**src/hw/ipv_cfg.svh**
```systemverilog
// Constants for the interrupt priority and vectoring block.
// Assumes inclusion by bare name from the design; the package does not include it.
`ifndef IPV_CFG_SVH
`define IPV_CFG_SVH
`define IPV_VEC_RESET 16'hFFFE
`define IPV_VEC_NMI 16'hFFFC
`define IPV_VEC_SWI 16'hFFFA
`define IPV_VEC_EXT 16'hFFF8
`define IPV_VEC_ICF 16'hFFF6
`define IPV_VEC_OCF 16'hFFF4
`define IPV_VEC_TOF 16'hFFF2
`define IPV_VEC_SCI 16'hFFF0
`define IPV_MODE0_HIGH 4'hB
`define IPV_STACK_BYTES 4'h7
`define IPV_CLK_DIV 2'h3
`define IPV_EDIV_HALF 2'h2
`endif

```
**src/hw/ipv_pkg.sv**
```systemverilog
// Types shared by the interrupt priority and vectoring block.
// Assumes nothing; uses none of the constants header.
package ipv_pkg;
  typedef enum logic [3:0] {
    IPV_SRC_NONE, IPV_SRC_NMI, IPV_SRC_SWI, IPV_SRC_EXT,
    IPV_SRC_ICF, IPV_SRC_OCF, IPV_SRC_TOF, IPV_SRC_SCI
  } ipv_src_e;
  typedef struct packed {
    logic icf;
    logic ocf;
    logic tof;
    logic sci;
  } ipv_int_s;
  typedef enum logic [1:0] {IPV_IDLE, IPV_STACK, IPV_VECHI, IPV_VECLO} ipv_state_e;
endpackage

```
**src/hw/ipv_ctrl.sv**
```systemverilog
// Interrupt recognition, priority, stacking sequence and vector select.
// Assumes the sequencer reports instruction boundaries and stack loads
// on the same clock; pins from outside pass two flip-flops first.
`include "ipv_cfg.svh"

// Functional notes
// RQ1 - NMI taken regardless of mask, at boundary
// RQ2 - Maskable requests gated by mask and enables
// RQ3 - Timer and serial merged onto internal line
// RQ4 - External maskable served before internal maskable
// RQ5 - NMI held until first stack load
// RQ6 - Internal sources fixed priority, own vectors
// RQ7 - Vector table; mode 0 moves to BFFx
// RQ8 - Stack PC, X, A, B, CCR on entry
// RQ9 - Set mask, fetch vector, resume
// RQ10 - External request level sensitive, vector FFF8
// RQ11 - NMI falling edge makes one request
// RQ12 - Reset held low three bus cycles
// RQ13 - Bus clock is input clock divided four
// RQ14 - Strobe flag requests only when enabled
// RQ15 - NMI latch cleared on vector fetch
// RQ16 - Internal line needs flag and enable
module ipv_ctrl (
  input wire logic clk, // Input clock, four per bus cycle
  input wire logic rst_b, // Synchronous reset, active low
  input wire logic nmiPin_b, // Non-maskable request pin, active low
  input wire logic extReqPin_b, // External maskable request pin, active low
  input wire logic portStrobeFlag, // Port strobe flag
  input wire logic portStrobeIrqEn, // Port strobe interrupt enable
  input wire ipv_pkg::ipv_int_s intFlag, // Timer and serial status flags
  input wire ipv_pkg::ipv_int_s intEn, // Timer and serial enables
  input wire logic instrDone, // Pulse: instruction boundary
  input wire logic swiReq, // Pulse: software interrupt at boundary
  input wire logic spLoad, // Pulse: program loads stack pointer
  input wire logic mode0, // Mode 0 vector relocation
  input wire logic maskSet, // Pulse: software sets mask bit
  input wire logic maskClr, // Pulse: software clears mask bit
  output logic eClk, // Bus clock, input clock divided by four
  output logic maskBit, // Condition code mask bit
  output logic internalMaskableRequest, // Internal maskable line, active high
  output logic seqBusy, // Sequence in progress, stall instructions
  output logic stackPush, // Pulse: push one stacked byte
  output logic [2:0] stackIdx, // Byte index 0 PCL .. 6 CCR
  output logic vecFetch, // Pulse: vector address valid
  output logic [15:0] vecAddr, // Vector byte address
  output logic pcLoad // Pulse: vector loaded into PC, resume
);
  logic [1:0] div_q;
  logic [1:0] nmiSync_q, extSync_q;
  logic nmiPrev_q, nmiLatch_q, nmiArmed_q;
  logic [2:0] cnt_q;
  ipv_pkg::ipv_state_e state_q;
  ipv_pkg::ipv_src_e src_q, srcSel;
  logic eRise, extActive, externalMaskableRequest, takeNow;

  function automatic logic [15:0] relocate(input logic [15:0] v, input logic m0);
    relocate = m0 ? {`IPV_MODE0_HIGH, v[11:0]} : v;
  endfunction

  always_ff @(posedge clk) begin
    if (!rst_b) div_q <= 2'h0;
    else div_q <= div_q + 2'h1; // RQ13
  end
  assign eClk = div_q[1];
  // Sequencing after entry advances once per bus cycle
  assign eRise = (div_q == `IPV_CLK_DIV); // RQ13

  always_ff @(posedge clk) begin
    if (!rst_b) begin
      nmiSync_q <= 2'h3;
      extSync_q <= 2'h3;
    end else begin
      nmiSync_q <= {nmiSync_q[0], nmiPin_b};
      extSync_q <= {extSync_q[0], extReqPin_b};
    end
  end

  assign extActive = !extSync_q[1]; // RQ10
  assign externalMaskableRequest = extActive | (portStrobeFlag & portStrobeIrqEn); // RQ14
  assign internalMaskableRequest = |(intFlag & intEn); // RQ3 RQ16

  // Edge latch; a new edge in the fetch cycle wins over the clear
  always_ff @(posedge clk) begin
    if (!rst_b) begin
      nmiPrev_q <= 1'b1;
      nmiLatch_q <= 1'b0;
    end else begin
      nmiPrev_q <= nmiSync_q[1];
      if (nmiPrev_q && !nmiSync_q[1]) nmiLatch_q <= 1'b1; // RQ11
      else if (vecFetch && src_q == ipv_pkg::IPV_SRC_NMI) nmiLatch_q <= 1'b0; // RQ15
    end
  end

  always_ff @(posedge clk) begin
    if (!rst_b) nmiArmed_q <= 1'b0;
    else if (spLoad) nmiArmed_q <= 1'b1; // RQ5
  end

  always_comb begin
    srcSel = ipv_pkg::IPV_SRC_NONE;
    if (nmiLatch_q && nmiArmed_q) srcSel = ipv_pkg::IPV_SRC_NMI; // RQ1 RQ5
    else if (swiReq) srcSel = ipv_pkg::IPV_SRC_SWI;
    else if (!maskBit && externalMaskableRequest) srcSel = ipv_pkg::IPV_SRC_EXT; // RQ2 RQ4
    else if (!maskBit && internalMaskableRequest) begin // RQ2 RQ6
      if (intFlag.icf && intEn.icf) srcSel = ipv_pkg::IPV_SRC_ICF;
      else if (intFlag.ocf && intEn.ocf) srcSel = ipv_pkg::IPV_SRC_OCF;
      else if (intFlag.tof && intEn.tof) srcSel = ipv_pkg::IPV_SRC_TOF;
      else srcSel = ipv_pkg::IPV_SRC_SCI;
    end
  end
  // Only at an instruction boundary, so the current one completes
  assign takeNow = (state_q == ipv_pkg::IPV_IDLE) && instrDone &&
                   (srcSel != ipv_pkg::IPV_SRC_NONE); // RQ1

  always_ff @(posedge clk) begin
    if (!rst_b) begin
      state_q <= ipv_pkg::IPV_IDLE;
      cnt_q <= 3'h0;
      src_q <= ipv_pkg::IPV_SRC_NONE;
    end else begin
      unique case (state_q)
        ipv_pkg::IPV_IDLE: begin
          cnt_q <= 3'h0;
          if (takeNow) begin
            src_q <= srcSel;
            state_q <= ipv_pkg::IPV_STACK;
          end
        end
        ipv_pkg::IPV_STACK: if (eRise) begin
          if (cnt_q == 3'(`IPV_STACK_BYTES - 4'h1)) state_q <= ipv_pkg::IPV_VECHI; // RQ8
          else cnt_q <= cnt_q + 3'h1;
        end
        ipv_pkg::IPV_VECHI: if (eRise) state_q <= ipv_pkg::IPV_VECLO;
        ipv_pkg::IPV_VECLO: if (eRise) state_q <= ipv_pkg::IPV_IDLE; // RQ9
      endcase
    end
  end

  always_ff @(posedge clk) begin
    if (!rst_b) maskBit <= 1'b1;
    else if (state_q == ipv_pkg::IPV_VECHI && eRise) maskBit <= 1'b1; // RQ9
    else if (maskSet) maskBit <= 1'b1;
    else if (maskClr) maskBit <= 1'b0;
  end

  always_ff @(posedge clk) begin
    if (!rst_b) vecAddr <= 16'h0000;
    else if (state_q == ipv_pkg::IPV_STACK) begin
      unique case (src_q)
        ipv_pkg::IPV_SRC_NMI: vecAddr <= relocate(`IPV_VEC_NMI, mode0); // RQ7
        ipv_pkg::IPV_SRC_SWI: vecAddr <= relocate(`IPV_VEC_SWI, mode0);
        ipv_pkg::IPV_SRC_EXT: vecAddr <= relocate(`IPV_VEC_EXT, mode0); // RQ10
        ipv_pkg::IPV_SRC_ICF: vecAddr <= relocate(`IPV_VEC_ICF, mode0); // RQ6
        ipv_pkg::IPV_SRC_OCF: vecAddr <= relocate(`IPV_VEC_OCF, mode0);
        ipv_pkg::IPV_SRC_TOF: vecAddr <= relocate(`IPV_VEC_TOF, mode0);
        ipv_pkg::IPV_SRC_SCI: vecAddr <= relocate(`IPV_VEC_SCI, mode0);
        default: vecAddr <= relocate(`IPV_VEC_RESET, mode0);
      endcase
    end else if (state_q == ipv_pkg::IPV_VECHI && eRise) begin
      vecAddr <= vecAddr | 16'h0001;
    end
  end

  assign seqBusy = (state_q != ipv_pkg::IPV_IDLE);
  assign stackPush = (state_q == ipv_pkg::IPV_STACK) && eRise; // RQ8
  assign stackIdx = cnt_q;
  assign vecFetch = (state_q == ipv_pkg::IPV_VECHI) && eRise; // RQ9
  assign pcLoad = (state_q == ipv_pkg::IPV_VECLO) && eRise; // RQ9
endmodule

```
**config.mk**
```make
export PLATFORM = sky130hd
export DESIGN_NAME = ipv_ctrl
export DESIGN_NICKNAME = d
export VERILOG_FILES = /design/src/hw/ipv_pkg.sv /design/src/hw/ipv_ctrl.sv
export VERILOG_INCLUDE_DIRS = /design/src /design/src/hw
export SDC_FILE = /design/constraint.sdc
export NUM_CORES = 1
export LEC_CHECK = 0
export ABC_AREA = 0
export BUFFER_PORTS_ARGS = -buffer_cell sky130_fd_sc_hd__buf_2
export CAP_MARGIN = 10
export CORE_MARGIN = 10
export CORE_UTILIZATION = 47
export CTS_CLUSTER_DIAMETER = 30
export DETAILED_ROUTE_END_ITERATION = 8
export GPL_TIMING_DRIVEN = 0
export PLACE_DENSITY_LB_ADDON = 0.15
export SYNTH_ARGS = -nofsm -noshare
export SYNTH_HDL_FRONTEND = slang
export SYNTH_SLANG_ARGS = --single-unit
```
**constraint.sdc**
```tcl
create_clock -name clk -period 1.8 [get_ports clk]
set_input_delay 0.09 -clock clk [delete_from_list [all_inputs] [get_ports clk]]
set_output_delay 0.09 -clock clk [all_outputs]
set_load 0.02 [all_outputs]
```
==> results of run 1 <==
synthesized netlist by cell type, drive strengths merged:
| cell | instances |
|---|---|
| and4 | 1 |
| xnor2 | 1 |
| o211a | 3 |
| a32oi | 1 |
| nor2b | 2 |
| or3b | 1 |
| a21o | 1 |
| nand2b | 6 |
| and3 | 3 |
| o21bai | 1 |
| clkbuf | 3 |
| o211ai | 1 |
| a31o | 1 |
| nor3b | 1 |
| mux2i | 1 |
| o21ai | 6 |
| a21oi | 5 |
| o22ai | 1 |
| dfxtp | 24 |
| nor2 | 3 |
| o21a | 4 |
| and2 | 6 |
| a31oi | 1 |
| o31ai | 2 |
| a22oi | 2 |
| a211o | 2 |
| ha | 7 |
| o31a | 1 |
| nand2 | 15 |
| o21ba | 1 |
| buf | 11 |
| nand3b | 1 |
| inv | 6 |
| nand3 | 4 |
| a21boi | 3 |
worst min-delay path by stage:
stage	from	endpoint	depth (start not counted)
after CTS	rst_b	nmiSync_q[1]	2
after floorplan	rst_b	nmiPrev_q	1
after detailed placement	extReqPin_b	extSync_q[0]	2
after global placement	extReqPin_b	extSync_q[0]	2
final	rst_b	extSync_q[1]	2
after global routing	mode0	vecAddr[14]	3
final cells by class:
type | count | share of cell area, %
tap | 30 | 2.44
buffer | 13 | 5.93
clock buffer | 4 | 2.36
sequential | 24 | 31.2
multi-input combinational | 88 | 38.7
inverter | 6 | 1.46
timing repair buffer | 50 | 17.9
cell families (layout without fill, tap and decap cells):
kind of cell | count (synthesis) | count (layout) | synth area share, %
fa+ha+maj | 7 | 7 | 7.33
mux | 1 | 1 | 0.838
flops | 24 | 24 | 40.2
xor+xnor | 1 | 1 | 0.733
compound gates | 36 | 36 | 22.0
simple gates | 43 | 43 | 19.1
buf+inv | 20 | 73 | 9.84
flip-flops by register name, indices dropped and copies added, names as in the netlist:
name and cells:
stackIdx 3, extSync_q 2, vecAddr 6, state_q 2, div_q 2, nmiPrev_q 1, nmiLatch_q 1, src_q 3
maskBit 1, nmiSync_q 2, nmiArmed_q 1
power by group through the flow:
| stage | sequential (mW) | clock, mW | combinational, mW |
|---|---|---|---|
| 2_1_floorplan | 0.731 | 0 | 0.498 |
| 3_3_place_gp | 0.674 | 0 | 0.774 |
| 3_5_place_dp | 0.682 | 0 | 0.788 |
| 4_1_cts | 0.669 | 0.301 | 0.798 |
| 5_1_grt | 0.680 | 0.316 | 0.867 |
| 6_report | 0.668 | 0.284 | 0.785 |
metal layers:
metal  global-route usage, %  vias to the layer above
met5                       0                        -
met4                    3.29                        0
met3                    4.24                        4
met2                    20.6                       21
met1                    11.4                      476
li1                        -                      557
through the flow:
stage               area [µm²]  util (%)  worst slack, ns
finish                    1540      62.7            0.125
global route              1540      62.7           0.0340
CTS                       1540      62.9           0.0416
detailed placement        1460      59.4           0.0610
global placement          1460      59.4            0.128
floorplan                 1190         -            0.214
critical path: stages (launching register included):
cell and delay [ns]:
dfxtp_1 0.40, inv_1 0.09, ha_1 0.30, nor2b_1 0.17, a31o_2 0.21, a211o_1 0.29, mux2i_1 0.12
cells in the final DEF, fill, tap and decap left out, types with 3 or more instances in the layout:
master         synthesis  routed
inv_1                  6       6
o21ai_0                5       5
o21a_1                 4       4
nand3_1                4       4
nand2_1               15      15
and2_1                 6       6
o211a_1                3       3
buf_2                  0      45
nor2_1                 3       3
clkbuf_4               0       3
buf_4                 11      11
dlygate4sd3_1          0       5
ha_1                   7       7
nand2b_1               6       6
a21oi_1                5       5
dfxtp_1               24      24
and3_1                 3       3
timing repair:
action,CTS,global route
hold buffers,5,0
endpoints found under the setup margin,0,2
endpoints found under the hold margin,4,0
==> results.json, run 1 <==
{
  "status": "complete, no violations",
  "antennaDiodeCount": 0,
  "grt_max_degree": 14,
  "drtAntennaViolNets": 0,
  "grt_pass1_wl_um": 4660,
  "path_clk_slew_ns": 0.13,
  "portBuffers": 45,
  "critPathKind": "register to register",
  "worstPathArrival_ns": 1.89,
  "p_seq_share_pct": 38.4,
  "finalNonFillerCells": 215,
  "rsz0062_at_grt": "false",
  "fin_hold_ws_ns": 0.0203,
  "die_area_mm2": 0.00496,
  "ir_drop_mv": 1.14,
  "crit_path_end_kind": "register",
  "drv_slew": 0,
  "cts_resized": 0,
  "hpwl_um": 2240,
  "hold_violations": 0,
  "rrSetupSlack_ns": 0.12,
  "power.density_mw_per_mm2": 1130,
  "fin_nets": 213,
  "post_drt_wl_per_cell_um": 13.1,
  "clock_tree.buffer_depth": 2,
  "max-slew-margin-rel_pct": 69.3,
  "power_switching_share_pct": 38.0,
  "setup_violations": 0,
  "grtUsageTotal_pct": 11.2,
  "dieHeight_um": 70.4,
  "hp-class": "input pin to register",
  "synth_warnings": 0,
  "critPathCapture": "state_q[1]",
  "top_layer": "met4",
  "vias": 1058,
  "clk_latency_ns": 0.31,
  "cp-start-kind": "register",
  "synth_area_leaders": "dfxtp_1, ha_1, buf_4",
  "io-pin-count": 46,
  "met1_length_um": 1160,
  "crit_required_ns": 2.02,
  "crit_path_max_fanout": 8,
  "tightestPinTransition_ns": 0.461,
  "root_buffer": "clkbuf_4",
  "intPower_mw": 1.08,
  "initial_core_util_pct": 48.7,
  "vias_per_cell": 4.92,
  "timing.fmax_ghz": 0.597,
  "cts_tree": "built",
  "finalWorstPathRequiredPeriod_ns": 1.68,
  "drcViolationCount": 0,
  "postSynthAreaPerCell_um2": 9.05,
  "synth_top_cell_by_area": "dfxtp_1",
  "grt_pass1_vias": 1067,
  "crit_start": "state_q[0]",
  "power.leakage_nw": 0.791,
  "drive_gt1_share_pct": 35.7,
  "seq_area_frac_synth_pct": 40.2,
  "yosys.cell_types.count": 39,
  "std_cell_rows": 18,
  "period_share_pct": 93.1,
  "nFillCells": 222,
  "overflow": 0,
  "post_cts_buffers": 0,
  "power.total_mw": 1.74,
  "tns_ns": 0,
  "synth_fp_nets": 159,
  "cts_made_buffers": 3,
  "clkPwrFrac_pct": 16.4,
  "met3WireLength_um": 146,
  "wl_met2_um": 1480,
  "worstReg2RegEnd": "state_q[1]",
  "syn_to_final_growth_pct": 28.9,
  "skew_ns": 0.00429,
  "place_congestion": 0.855,
  "drt_wl_total_um": 2810,
  "grt_antenna_before_repair": 0,
  "drt_iter0_drc": 28,
  "multiInputGateArea_um2": 597,
  "core_mm2": 0.00245,
  "maxCapViolations": 0,
  "reg2regPathDepth": 6,
  "synth_top_area_share_pct": 40.2,
  "dp_cells": 207,
  "syn_inst": 132,
  "power.switching_mw": 0.660,
  "chipWidth_um": 70.4,
  "rr_startpoint": "state_q[0]",
  "seqCellArea_um2": 480,
  "synthesis.area_mm2": 0.00119,
  "cts.sinks": 24,
  "htreeDepth": 1,
  "ys_ff_latch": 24,
  "dr.pass1.iters": 4,
  "combPwrFrac_pct": 45.2
}
Note: power is estimated with default switching activity, not from simulation.
==> inputs of run 2 (changes only) <==
CELL_PAD_IN_SITES_DETAIL_PLACEMENT = 1   (was unset)
CELL_PAD_IN_SITES_GLOBAL_PLACEMENT = 2   (was unset)
CORE_UTILIZATION = 27   (was 47)
==> run 2 against run 1 <==
Clock-buffer cell count is 1 lower. Cell count is 8.8% higher. First-iteration DRC count is 36% lower. Worst hold slack worse by 0.015 ns. Sequential share of layout area is 0.65 points lower. Fmax is 1.2% higher. Critical endpoint is now state_q[0]. Combinational power hardly changed. Core utilization is 26 points lower. Largest power group unchanged.
==> results.json, run 2 (synthesis gave the netlist of run 1 again) <==
{
  "hpwl_um": 2670,
  "std_cell_rows": 24,
  "post_cts_buffers": 0,
  "top_register": "vecAddr",
  "period_share_pct": 91.9,
  "tns_ns": 0,
  "io-pin-count": 46,
  "root_buffer": "clkbuf_8",
  "cts_tree": "built",
  "cp-start-kind": "register",
  "rrSetupSlack_ns": 0.15,
  "nFillCells": 532,
  "intPower_mw": 1.25,
  "critPathKind": "register to register",
  "critPathCapture": "state_q[0]",
  "grt_pass1_wl_um": 5350,
  "vias": 1071,
  "drcViolationCount": 0,
  "drv_slew": 0,
  "initial_core_util_pct": 27.6,
  "cts.sinks": 24,
  "htreeDepth": 1,
  "portBuffers": 45,
  "power.density_mw_per_mm2": 1230,
  "finalWorstPathRequiredPeriod_ns": 1.65,
  "seqCellArea_um2": 480,
  "core_mm2": 0.00432,
  "worstReg2RegEnd": "state_q[0]",
  "setup_violations": 0,
  "rr_startpoint": "state_q[0]",
  "reg2regPathDepth": 6,
  "hp-class": "input pin to register",
  "hold_violations": 0,
  "dr.pass1.iters": 2,
  "maxCapViolations": 0,
  "largest_register_ffs": 6,
  "holdCritStartpoint": "nmiPin_b",
  "grt_pass1_vias": 1125,
  "crit_path_max_fanout": 8,
  "power_switching_share_pct": 35.4,
  "power.switching_mw": 0.684,
  "dieHeight_um": 86.5,
  "drt_wl_total_um": 3170,
  "drive_gt1_share_pct": 36.3,
  "crit_path_end_kind": "register",
  "die_area_mm2": 0.00749,
  "tightestPinTransition_ns": 0.449,
  "drt_iter0_drc": 18,
  "max-slew-margin-rel_pct": 70.1,
  "crit_required_ns": 2.00,
  "worstPathArrival_ns": 1.86,
  "grt_antenna_before_repair": 0,
  "final_cell_mix": "buf_2, dfxtp_1, nand2_1",
  "ir_drop_mv": 0.597,
  "syn_to_final_growth_pct": 31.6,
  "fin_nets": 210,
  "chipWidth_um": 86.5,
  "vias_per_cell": 4.58,
  "grtUsageTotal_pct": 8.63,
  "combPwrFrac_pct": 40.8,
  "skew_ns": 0.000942,
  "crit_start": "state_q[0]",
  "multiInputGateArea_um2": 597,
  "rsz0062_at_grt": "false",
  "overflow": 0,
  "antennaDiodeCount": 0,
  "p_seq_share_pct": 34.7,
  "cts_resized": 0,
  "clock_tree.buffer_depth": 2,
  "timing.fmax_ghz": 0.604,
  "status": "complete, no violations",
  "drtAntennaViolNets": 0,
  "final_common_cell": "buf_2",
  "power.total_mw": 1.93,
  "clkPwrFrac_pct": 24.5,
  "cts_made_buffers": 3,
  "clk_latency_ns": 0.27,
  "power.leakage_nw": 0.793,
  "grt_max_degree": 15,
  "path_clk_slew_ns": 0.09,
  "post_drt_wl_per_cell_um": 13.5,
  "place_congestion": 0.702
}
==> run 2: final cells by class <==
type	count	share of cell area (%)
Inverter	6	1.43
Buffer	13	5.81
Multi-Input combinational cell	88	37.9
Clock inverter	1	1.91
Tap cell	52	4.14
Timing Repair Buffer	47	15.6
Sequential cell	24	30.5
Clock buffer	3	2.63
==> run 2: routing by layer <==
metal / vias to the layer above / routed length [µm] / track usage [%]
met4: 0 / 0 / 0.884
li1: 548 / - / -
met2: 33 / 1460 / 14.0
met1: 490 / 1360 / 9.68
met3: 0 / 341 / 5.44
met5: - / 0 / 0
==> run 2: per-stage QoR <==
step | cell area, µm² | worst slack [ns] | instances | hold slack [ns] | utilization [%]
final | 1570 | 0.145 | 234 | 0.00520 | 36.4
after global routing | 1570 | 0.0372 | 234 | 0.00201 | 36.4
after CTS | 1580 | 0.0424 | 235 | 0.00484 | 36.5
after detailed placement | 1490 | 0.0657 | 229 | 0.281 | 34.3
after global placement | 1490 | 0.0851 | 229 | 0.275 | 34.3
after floorplan | 1190 | 0.214 | 132 | 0.163 | -
==> run 2: worst max-delay path, stage by stage, from the launching register on <==
cell and delay, ns:
dfxtp_1 0.36, inv_1 0.08, ha_1 0.30, nor2b_1 0.17
a31o_2 0.21, a211o_1 0.30, a21oi_1 0.16
==> run 2: what timing repair did <==
| item | 4_1_cts | 5_1_grt |
|---|---|---|
| endpoints found under the setup margin | 0 | 2 |
| endpoints found under the hold margin | 2 | 0 |
| hold buffers | 2 | 0 |
==> run 2: worst min path at each step <==
stage | cells past startpoint | endpoint | slack [ns]
2_1_floorplan | 1 | nmiPrev_q | 0.16
3_3_place_gp | 2 | extSync_q[0] | 0.28
3_5_place_dp | 2 | extSync_q[0] | 0.28
4_1_cts | 2 | nmiSync_q[0] | 0.005
5_1_grt | 2 | nmiSync_q[0] | 0.002
6_report | 2 | nmiSync_q[0] | 0.005
==> run 2: power groups by stage <==
stage	clock, mW	sequential (mW)	combinational, mW
2_1_floorplan	0	0.731	0.498
3_3_place_gp	0	0.679	0.791
3_5_place_dp	0	0.685	0.805
4_1_cts	0.487	0.673	0.810
5_1_grt	0.515	0.685	0.877
6_report	0.474	0.669	0.788
